## src/pkg/axis_consts.svh

```systemverilog
// register offsets, field positions, reset values and timing counts of the axis interface
// assumes a 25 MHz system clock and 32-bit APB byte addressing
`ifndef AXIS_CONSTS_SVH
`define AXIS_CONSTS_SVH

`define ADDR_CTRL      8'h00
`define ADDR_POS       8'h04
`define ADDR_LATCH     8'h08
`define ADDR_CMP       8'h0c
`define ADDR_DAC       8'h10
`define ADDR_STEP      8'h14
`define ADDR_IRQ_STAT  8'h18
`define ADDR_IRQ_MASK  8'h1c
`define ADDR_INPUTS    8'h20

`define CTRL_STEPPER   0
`define CTRL_PULSEDIR  1
`define CTRL_SCALE_LO  2
`define CTRL_SCALE_HI  3
`define CTRL_LATCH_IDX 4
`define CTRL_LATCH_ARM 5
`define CTRL_IDX_ZERO  6
`define CTRL_AUX_IN    7
`define CTRL_RESET     8'h00

`define IRQ_LATCH      0
`define IRQ_CMP        1
`define IRQ_INDEX      2
`define IRQ_STEP       3

`define SCALE_FULL     2'h0
`define SCALE_HALF     2'h1
`define SHIFT_HALF     5'h01
`define SHIFT_MICRO    5'h04

`define CLK_NS         40
`define STEP_HIGH_NS   80
`define STEP_HALF_CYC  ((`STEP_HIGH_NS + `CLK_NS - 1) / `CLK_NS)

`endif

```

## src/pkg/axis_pkg.sv

```systemverilog
// types shared by the axis encoder and step interface
// assumes axis_consts.svh for all numeric constants
package axis_pkg;

  typedef enum logic [1:0] {STEP_IDLE, STEP_HIGH, STEP_LOW} step_e;

  typedef struct packed {
    logic [1:0]  sA;
    logic [1:0]  sB;
    logic [1:0]  sI;
    logic [1:0]  sG;
    logic [1:0]  sX0;
    logic [1:0]  sX1;
    logic        qA;
    logic        qB;
    logic        qI;
    logic        qG;
    logic [31:0] pos;
    logic [31:0] latch;
    logic [31:0] cmp;
    logic [15:0] dac;
    logic [7:0]  ctrl;
    logic [19:0] stepLeft;
    step_e       stepSt;
    logic [3:0]  stepCnt;
    logic [3:0]  irqStat;
    logic [3:0]  irqMask;
    logic        pready;
    logic [31:0] prdata;
    logic        pslverr;
    logic        irq;
    logic        cmpOut;
    logic        stepOut;
    logic        dirOut;
    logic [15:0] dacOut;
  } state_s;

endpackage

```

## src/core/axis_encoder_step_interface.sv

```systemverilog
// one motion axis: encoder decoding, index sync, latch, compare, servo code and step output
// assumes asynchronous encoder and latch pins, a 25 MHz clk, synchronous active-high rst and an APB master
//
// Design decisions made here: the APB interface to the registers and the register offsets.
`timescale 1ns/1ns
`include "axis_consts.svh"
`default_nettype none

module axis_encoder_step_interface (
  input  wire logic        clk,            // system clock
  input  wire logic        rst,            // synchronous reset
  input  wire logic        psel,           // apb select
  input  wire logic        penable,        // apb enable
  input  wire logic        pwrite,         // apb direction
  input  wire logic [7:0]  paddr,          // apb byte address
  input  wire logic [31:0] pwdata,         // apb write data
  output logic             pready,         // apb ready
  output logic [31:0]      prdata,         // apb read data
  output logic             pslverr,        // apb error
  input  wire logic        quadChannelA,   // encoder channel a or pulse
  input  wire logic        quadChannelB,   // encoder channel b or direction
  input  wire logic        encIndex,       // encoder index
  input  wire logic        genInput,       // general latch input
  input  wire logic [1:0]  auxLines,       // auxiliary encoder lines
  output logic             cmpOut,         // compare output
  output logic             stepOut,        // step pulse
  output logic             dirOut,         // step direction
  output logic [15:0]      dacCode,        // servo converter code
  output logic             irq             // interrupt level
);

  axis_pkg::state_s st;
  axis_pkg::state_s nx;

  logic       stepper;
  logic       pulseDir;
  logic       qChg;
  logic       qUp;
  logic       pdRise;
  logic       idxRise;
  logic       genRise;
  logic       latchEv;
  logic       posWr;
  logic       apbDo;
  logic       rdOk;
  logic [31:0] rdVal;
  logic [4:0] shift;
  logic [19:0] stepMag;
  logic [3:0] irqSet;

  // one state change of the channel pair: valid when exactly one line moved
  function automatic logic quadValid(input logic oa, ob, na, nb);
    quadValid = (oa ^ na) ^ (ob ^ nb);
  endfunction

  function automatic logic [4:0] scaleShift(input logic [1:0] sc);
    unique case (sc)
      `SCALE_FULL: scaleShift = 5'h00;
      `SCALE_HALF: scaleShift = `SHIFT_HALF;
      default:     scaleShift = `SHIFT_MICRO;
    endcase
  endfunction

  always_comb begin
    stepper  = st.ctrl[`CTRL_STEPPER];
    pulseDir = st.ctrl[`CTRL_PULSEDIR];
    qChg     = quadValid(st.qA, st.qB, st.sA[1], st.sB[1]);
    qUp      = (st.qA == st.sB[1]);
    pdRise   = st.sA[1] & ~st.qA;
    idxRise  = st.sI[1] & ~st.qI;
    genRise  = st.sG[1] & ~st.qG;
    latchEv  = st.ctrl[`CTRL_LATCH_ARM] &
               (st.ctrl[`CTRL_LATCH_IDX] ? idxRise : genRise);
    apbDo    = psel & penable & st.pready;
    posWr    = apbDo & pwrite & (paddr == `ADDR_POS);
    shift    = scaleShift(st.ctrl[`CTRL_SCALE_HI:`CTRL_SCALE_LO]);
    stepMag  = pwdata[15] ? 20'(-{{4{pwdata[15]}}, pwdata[15:0]}) : {4'h0, pwdata[15:0]};
    stepMag  = 20'(stepMag << shift);
    rdOk     = 1'b1;
    unique case (paddr)
      `ADDR_CTRL:     rdVal = {24'h000000, st.ctrl};
      `ADDR_POS:      rdVal = st.pos;
      `ADDR_LATCH:    rdVal = st.latch;
      `ADDR_CMP:      rdVal = st.cmp;
      `ADDR_DAC:      rdVal = {16'h0000, st.dac};
      `ADDR_STEP:     rdVal = {12'h000, st.stepLeft};
      `ADDR_IRQ_STAT: rdVal = {28'h0000000, st.irqStat};
      `ADDR_IRQ_MASK: rdVal = {28'h0000000, st.irqMask};
      `ADDR_INPUTS:   rdVal = {28'h0000000,
                               st.ctrl[`CTRL_AUX_IN] ? {st.sX1[1], st.sX0[1]} : 2'h0,
                               st.sI[1], st.sG[1]};
      default: begin
        rdVal = 32'h00000000;
        rdOk  = 1'b0;
      end
    endcase

    nx = st;
    irqSet = 4'h0;

    // position counting, one decoder per axis instance
    if (!pulseDir) begin
      if (qChg) begin
        nx.pos = qUp ? st.pos + 32'h00000001 : st.pos - 32'h00000001;
      end
    end else if (pdRise) begin
      nx.pos = st.sB[1] ? st.pos + 32'h00000001 : st.pos - 32'h00000001;
    end
    if (idxRise) begin
      irqSet[`IRQ_INDEX] = 1'b1;
      if (st.ctrl[`CTRL_IDX_ZERO]) begin
        nx.pos = 32'h00000000;
      end
    end

    if (latchEv) begin
      nx.latch = st.pos;
      irqSet[`IRQ_LATCH] = 1'b1;
    end
    if ((st.pos == st.cmp) && !st.cmpOut) begin
      irqSet[`IRQ_CMP] = 1'b1;
    end
    nx.cmpOut = (st.pos == st.cmp);

    // step pulse generator, high and low halves of equal length
    unique case (st.stepSt)
      axis_pkg::STEP_IDLE: begin
        if (stepper && (st.stepLeft != 20'h00000)) begin
          nx.stepSt  = axis_pkg::STEP_HIGH;
          nx.stepOut = 1'b1;
          nx.stepCnt = 4'(`STEP_HALF_CYC - 1);
        end
      end
      axis_pkg::STEP_HIGH: begin
        if (st.stepCnt != 4'h0) begin
          nx.stepCnt = st.stepCnt - 4'h1;
        end else begin
          nx.stepSt  = axis_pkg::STEP_LOW;
          nx.stepOut = 1'b0;
          nx.stepCnt = 4'(`STEP_HALF_CYC - 1);
        end
      end
      axis_pkg::STEP_LOW: begin
        if (st.stepCnt != 4'h0) begin
          nx.stepCnt = st.stepCnt - 4'h1;
        end else begin
          nx.stepLeft = st.stepLeft - 20'h00001;
          if (st.stepLeft == 20'h00001) begin
            nx.stepSt = axis_pkg::STEP_IDLE;
            irqSet[`IRQ_STEP] = 1'b1;
          end else begin
            nx.stepSt  = axis_pkg::STEP_HIGH;
            nx.stepOut = 1'b1;
            nx.stepCnt = 4'(`STEP_HALF_CYC - 1);
          end
        end
      end
    endcase
    if (!stepper) begin
      nx.stepSt   = axis_pkg::STEP_IDLE;
      nx.stepOut  = 1'b0;
      nx.stepLeft = 20'h00000;
    end

    // apb slave: one wait cycle, then the access completes
    nx.pready = psel & penable & ~st.pready;
    if (psel & penable & ~st.pready) begin
      nx.prdata  = pwrite ? 32'h00000000 : rdVal;
      nx.pslverr = ~rdOk;
    end
    if (apbDo && pwrite) begin
      unique case (paddr)
        `ADDR_CTRL: nx.ctrl = pwdata[7:0];
        `ADDR_POS:  nx.pos  = pwdata;
        `ADDR_CMP:  nx.cmp  = pwdata;
        `ADDR_DAC:  nx.dac  = pwdata[15:0];
        `ADDR_STEP: begin
          // a new move is refused while a move is still pending
          if (stepper && (st.stepLeft == 20'h00000)) begin
            nx.stepLeft = stepMag;
            nx.dirOut   = ~pwdata[15];
          end
        end
        `ADDR_IRQ_STAT: nx.irqStat = st.irqStat & ~pwdata[3:0];
        `ADDR_IRQ_MASK: nx.irqMask = pwdata[3:0];
        default: ;
      endcase
    end
    // hardware clears the arm bit on capture, winning over a software write
    if (latchEv) begin
      nx.ctrl[`CTRL_LATCH_ARM] = 1'b0;
    end
    nx.irqStat = nx.irqStat | irqSet;
    nx.irq     = |(nx.irqStat & nx.irqMask);
    nx.dacOut  = nx.ctrl[`CTRL_STEPPER] ? 16'h0000 : nx.dac;

    if (rst) begin
      nx          = '0;
      nx.ctrl     = `CTRL_RESET;
      nx.stepSt   = axis_pkg::STEP_IDLE;
    end

    // synchronizers and edge stage track the pins through reset: no false edge after it
    nx.sA  = {st.sA[0], quadChannelA};
    nx.sB  = {st.sB[0], quadChannelB};
    nx.sI  = {st.sI[0], encIndex};
    nx.sG  = {st.sG[0], genInput};
    nx.sX0 = {st.sX0[0], auxLines[0]};
    nx.sX1 = {st.sX1[0], auxLines[1]};
    nx.qA  = st.sA[1];
    nx.qB  = st.sB[1];
    nx.qI  = st.sI[1];
    nx.qG  = st.sG[1];
  end

  always_ff @(posedge clk) begin
    st <= nx;
  end

  assign pready  = st.pready;
  assign prdata  = st.prdata;
  assign pslverr = st.pslverr;
  assign cmpOut  = st.cmpOut;
  assign stepOut = st.stepOut;
  assign dirOut  = st.dirOut;
  assign dacCode = st.dacOut;
  assign irq     = st.irq;
endmodule // axis_encoder_step_interface

`default_nettype wire

```

## config.mk

```make
export PLATFORM = sky130hd
export DESIGN_NAME = axis_encoder_step_interface
export DESIGN_NICKNAME = d
export VERILOG_FILES = /design/src/pkg/axis_pkg.sv /design/src/core/axis_encoder_step_interface.sv
export VERILOG_INCLUDE_DIRS = /design/src /design/src/pkg
export SDC_FILE = /design/constraint.sdc
export NUM_CORES = 1
export LEC_CHECK = 0
export ABC_AREA = 1
export BUFFER_PORTS_ARGS = -buffer_cell sky130_fd_sc_hd__buf_2
export CORE_ASPECT_RATIO = 0.6
export CORE_MARGIN = 4
export CORE_UTILIZATION = 25
export CTS_CLUSTER_SIZE = 14
export DETAILED_ROUTE_END_ITERATION = 8
export PLACE_DENSITY = 0.49
export SYNTH_ARGS = -nofsm -noshare
export SYNTH_HDL_FRONTEND = slang
export SYNTH_SLANG_ARGS = --single-unit
```

## constraint.sdc

```tcl
create_clock -name clk -period 2.2 [get_ports clk]
set_input_delay 0.22 -clock clk [delete_from_list [all_inputs] [get_ports clk]]
set_output_delay 0.22 -clock clk [all_outputs]
set_load 0.01 [all_outputs]
```

==> flow_summary.toml, run 1 <==
[outcome]
status = "finished, final reports clean"

[logic_synthesis]
syn_nets = 2292
yosys.area.top_type = "dfxtp_1"
seq_area_frac_synth_pct = 32.2
postSynth.asyncResetShare_pct = 0
syn_inst = 2231
ys_seq_elements = 224
yosys.area.top_type_share_pct = 32.2
synth_area_sq_mm = 0.0139
avgSynthCellArea_sq_um = 6.24
ys_warn_count = 0
synth_cell_types = 47
synth_area_leaders = "dfxtp_1 32%, nand2_1 15%, nand3_1 8.0%"
ys.flop_type = "dfxtp_1"
synth_enable_flop_cells = 0

[cts]
clock_latency_ns = 0.57
clock-sinks = 224
path_clk_slew_ns = 0.07
cts_tree = "yes"
cts_buffer_depth = 3
cts_buffers = 24
cts_root_buffer = "clkbuf_16"
h-tree-depth = 1

[drt]
drtAntennaViolNets = 0
routed_wirelength_mm = 67.2
drc = 0
vias_per_cell = 5.11
vias = 16100
wire_per_inst_microns = 21.3
first_iter_violations = 1864
dr.pass1.iters = 7

[placement]
gp_congestion = 0.982
port_buffers = 104
place_inst = 3088
dpl.hpwl_mm = 52.6

[worst_setup_path]
path_buf_inv = 2
cp_max_fo = 5
crit_slowest_cell = "or2_2"
critPathMaxStageDelay_ns = 0.36
crit_chain = "inv_1 > nand2_1 > inv_1 > nand2_1 > nor3_1 > nand4_1 > or2_2 > nand3_1 > a31oi_1"
start_kind = "register"
endpoint_kind = "register"
crit_cells = 9
r2r-start = "st[72]$_SDFF_PP0_"
arrival_ns = 2.53
worstPathRequired_ns = 2.62
startpoint = "st[72]$_SDFF_PP0_"
criticalPathCategory = "register to register"
critPathTopFamily = "simple AND/OR/NAND/NOR gates"
rr_worst_depth = 9

[power]
pwr-share-seq_pct = 37.8
finalPower_uw = 11800
power_density_mw_per_mm2 = 685
p_leak_uw = 0.00719
p_int_uw = 7870
vdd_drop_max_uv = 442
p_comb_share_pct = 22.7
switching_share_pct = 33.3
p_clk_share_pct = 39.6
p_switching_uw = 3930

[finish]
final_layout_size_suffix_gt1_share_pct = 17.0
areaGrowthSynthToFinish_pct = 23.6
antenna_cells = 0
final_util_pct = 31.5
fillers = 6155
nNetsFinal = 2452
finalNonFillerCells = 3156

[floorplanning]
fp.dieH_microns = 191
core_area_sq_mm = 0.0547
die_area_sq_mm = 0.0597
initial_utilization_pct = 25.5
ios = 105
row_count = 66
fp.dieW_microns = 313

[worst_hold_path]
min_path_cells = 3
min_from = "pwdata[4]"
hold_class = "primary input to register"

[grt]
antenna_found_initial = 4
overflow = 0
grt_max_degree = 126
grt_first_pass_wirelength_mm = 97.9
grt_use_total_pct = 21.8
grt_pass1_vias = 14700

[timing]
rsz0062_at_grt = "yes"
finalClockSkew_ns = 0.0319
fmax_mhz = 473
maxSlewViolCount = 0
tightest_slew_ns = 0.697
whs_ns = 0.0390
hold_viol_final = 0
period_minus_slack_ns = 2.11
tns_ns = 0
setup_viol = 0
max_slew_margin_pct = 53.5
period_share_pct = 96.1

[flow_run]
drv_cap = 0
-- cell type report --
| class | instances | area [sq um] | share of cell area, % |
|---|---|---|---|
| sequential | 224 | 4510 | 26.2 |
| inverter | 222 | 840 | 4.87 |
| clock inverter | 10 | 179 | 1.04 |
| clock buffer | 33 | 686 | 3.98 |
| timing repair buffer | 298 | 2210 | 12.8 |
| tap | 748 | 936 | 5.43 |
| multi-input combinational | 1621 | 7870 | 45.7 |
-- worst reg2reg max path, delay by kind of cell (launching register included) --
kind | cells | cell delay (ns)
AO/OA/AOI/OAI | 1 | 0.10
buffers and inverters | 2 | 0.29
flip-flops | 1 | 0.32
AND/OR/NAND/NOR | 6 | 1.27
-- synth_stat cells (all sizes together), types with 10 or more instances --
cell type    n
ha          10
clkbuf      79
a21oi      189
buf         85
nand3      225
dfxtp      224
inv        216
o22ai       27
o21ai      167
nor2       270
nor4        18
o221ai      11
o211ai      18
nand4       23
xor2        41
nor3        31
nand2      544
-- repair_timing --
action,4_1_cts,5_1_grt
endpoints found under the hold margin,33,0
setup endpoints to repair,1,39
resized for setup,1,52
gates cloned,0,0
pin swaps,0,2
buffers inserted,0,3
hold buffers,22,0
-- power groups by stage --
stage	sequential [uW]	combinational, uW	clock (uW)
3_5_place_dp	4510	2510	0
2_1_floorplan	4290	1590	0
6_report	4460	2670	4670
5_1_grt	4460	2920	4910
3_3_place_gp	4510	2490	0
4_1_cts	4420	2560	4750
-- layout by cell type, fill, tap and decap left out, types with 15 or more instances in the layout --
cell           synthesis  routed
dlygate4sd3_1          0      22
nor3_1                26      25
nand4_1               23      23
o21ai_1               22      25
a21oi_1              189     189
nand3_1              223     221
dfxtp_1              224     208
inv_1                199     198
xor2_1                41      41
dfxtp_2                0      15
o22ai_1               25      25
nor2_2                 7      17
nand2_1              540     536
inv_2                 17      17
clkbuf_16              0      25
nor2_1               258     245
o211ai_1              18      18
o21ai_0              144     141
buf_4                 49     157
buf_2                 31     103
-- stage by stage --
stage                     instance area (sq um)  setup WS (ns)
after floorplan                           13900          0.335
after global placement                    16000        -0.0943
after detailed placement                  16000        -0.0825
after CTS                                 17100         0.0503
after global routing                      17200        -0.0527
final                                     17200         0.0860
-- routing by layer --
layer	track usage (%)	up-vias	wire (microns)
met5	0.487	-	48
li1	-	7600	-
met2	25.2	917	22000
met1	35.1	7549	33700
met4	2.47	4	647
met3	10.6	53	10800
-- logic make-up after synthesis --
family	share of synthesized area [%]
mux	0.0718
compound gates	17.2
buf+inv	12.0
flops	32.2
simple gates	34.5
xor+xnor	3.20
fa+ha+maj	0.898
-- flip-flops by register name (all words and copies together), names as in the netlist --
register	count
cmpOut	1
dacCode	16
dirOut	1
irq	1
nx	10
prdata	32
pready	1
pslverr	1
pulseDir	1
st	159
stepOut	1
-- path summary, 6_finish.rpt --
path                                            to  slack (ns)
worst min register to register     nx[208]$_DFF_P_        0.33
worst min-delay path            st[180]$_SDFF_PP0_        0.04
worst max-delay path             st[83]$_SDFF_PP0_        0.09
worst max register to register   st[83]$_SDFF_PP0_        0.09
No activity file was read; power rests on OpenSTA's default activity.
==> inputs of run 2 (changes only) <==
Settings changed: CORE_ASPECT_RATIO 0.6 to default, PLACE_DENSITY 0.49 to 0.41.
Clock period 2.2 ns to 1.8 ns, I/O delays scaled along.
==> flow_summary.toml, run 2 (same netlist as run 1, synthesis figures left out) <==
[placement]
port_buffers = 104
place_area_sq_mm = 0.0173
gp_congestion = 0.918
place_inst = 3252
dpl.hpwl_mm = 51.6

[power]
power_density_mw_per_mm2 = 788
p_int_uw = 10800
p_clk_share_pct = 38.8
p_comb_share_pct = 28.0
vdd_drop_max_uv = 685
p_leak_uw = 0.00865
finalPower_uw = 16200
pwr-share-seq_pct = 33.2
p_switching_uw = 5360
switching_share_pct = 33.2

[cts]
path_clk_slew_ns = 0.06
cts_root_buffer = "clkbuf_16"
h-tree-depth = 1
cts_buffers = 29
cts_buffer_depth = 3
cts_tree = "yes"
clock_latency_ns = 0.58
clock-sinks = 224

[finish]
multiInputGateArea_sq_mm = 0.00894
final_common_cell = "nand2_1"
fillers = 5981
finish.instance_area_sq_mm = 0.0205
regMostFlops = "st"
final_layout_size_suffix_gt1_share_pct = 32.7
ff_latch_area_sq_mm = 0.00457
nNetsFinal = 2677
final_cell_mix = "485 x nand2_1, 319 x buf_4, 191 x nor2_1"
antenna_cells = 0
areaGrowthSynthToFinish_pct = 47.2
largest_reg_flops = 159
finalNonFillerCells = 3386

[floorplanning]
core_area_sq_mm = 0.0551
fp.dieH_microns = 244
initial_utilization_pct = 25.3
fp.dieW_microns = 244
die_area_sq_mm = 0.0596
row_count = 86
ios = 105

[drt]
first_iter_violations = 1211
wire_per_inst_microns = 19.8
vias_per_cell = 4.84
routed_wirelength_mm = 67.1
dr.pass1.iters = 5
drc = 0
vias = 16400
drtAntennaViolNets = 0

[outcome]
status = "finished with violations"
violations = "negative hold slack, negative setup slack"

[timing]
hold_viol_final = 1
tns_ns = -0.127
fin_ws_ns = -0.0584
period_share_pct = 103
tightest_slew_ns = 0.662
max_slew_margin_pct = 55.9
maxSlewViolCount = 0
rsz0062_at_grt = "yes"
fmax_mhz = 538
whs_ns = -0.0193
finalClockSkew_ns = 0.0267
period_minus_slack_ns = 1.86
setup_viol = 3

[worst_setup_path]
critPathMaxStageDelay_ns = 0.37
critPathTopFamily = "simple AND/OR/NAND/NOR gates"
endpoint_kind = "register"
criticalPathCategory = "register to register"
start_kind = "register"
path_buf_inv = 3
cp_max_fo = 5
crit_slowest_cell = "dfxtp_4"
crit_chain = "buf_6 > nor2_4 > nand2_2 > nor2_4 > buf_6 > buf_6 > nand4_1 > nand3_1 > nand3_1 > nand2_1 > nand2_1 > nand2_1 > a21oi_1"
arrival_ns = 2.29
worstPathRequired_ns = 2.24

[flow_run]
drv_cap = 0

[grt]
antenna_found_initial = 0
grt_pass1_vias = 16000
grt_max_degree = 78
overflow = 0
grt_use_total_pct = 21.4
grt_first_pass_wirelength_mm = 98.6

[worst_hold_path]
hold_class = "primary input to register"
## run 2: cell types whose count changed in the layout (fill, tap and decap cells not counted), sizes merged
cell,before,now
buf,276,483
dlygate4sd3,22,34
inv,216,222
clkbuf,33,37
clkinvlp,1,3
bufinv,5,4
## run 2: power groups by stage
| stage | Clock (uW) | Sequential (uW) | Combinational, uW |
|---|---|---|---|
| floorplan | 0 | 5240 | 1960 |
| global placement | 0 | 5420 | 3650 |
| detailed placement | 0 | 5420 | 3650 |
| CTS | 6450 | 5340 | 3980 |
| global route | 6630 | 5380 | 4910 |
| finish | 6270 | 5370 | 4530 |
## run 2: metrics by stage
step / setup WS, ns / utilization [%] / hold slack [ns]
after floorplan: 0.0113 / - / 0.208
after global placement: -0.347 / 31.5 / 0.286
after detailed placement: -0.337 / 31.5 / 0.284
after CTS: -0.0550 / 35.0 / 0.00398
after global routing: -0.128 / 37.2 / 0.00657
final: -0.0584 / 37.2 / -0.0193
## run 2: final timing paths
check	startpoint	to	slack, ns	cells past startpoint
worst max-delay path	st[180]$_SDFF_PP0_	st[199]$_SDFF_PP0_	-0.06	13
worst min-delay path	psel	pready$_SDFF_PP0_	-0.02	5
worst max register to register	st[180]$_SDFF_PP0_	st[199]$_SDFF_PP0_	-0.06	13
worst min register to register	nx[215]$_DFF_P_	st[215]$_DFF_P_	0.32	0
## run 2: timing repair
action                     in CTS  in global routing
resized for setup             121                295
pin swaps                      36                 98
setup buffers                  21                 29
hold buffers                   35                  0
gates cloned                    0                  1
setup endpoints to repair      71                 93
hold endpoints to repair       54                  0
## run 2: cell type report
class                      count  area share [%]
inverter                     222            4.20
timing repair buffer         518            20.4
tap                          748            4.56
clock buffer                  36            3.96
sequential                   224            22.3
clock inverter                17            1.03
multi-input combinational   1621            43.6
## run 2: layer usage
layer | vias up | part of all wire (%) | global-route usage (%)
met2 | 434 | 50 | 38.1
met3 | 89 | 4.0 | 1.98
li1 | 8058 | - | -
met5 | - | 0 | 0
met1 | 7802 | 44 | 27.6
met4 | 0 | 2.9 | 6.31
## run 2: worst min-delay path, stage by stage
cell	delay, ns
buf_2	0.10
nand2_1	0.08
nor2_2	0.06
inv_1	0.06
nor2_1	0.04
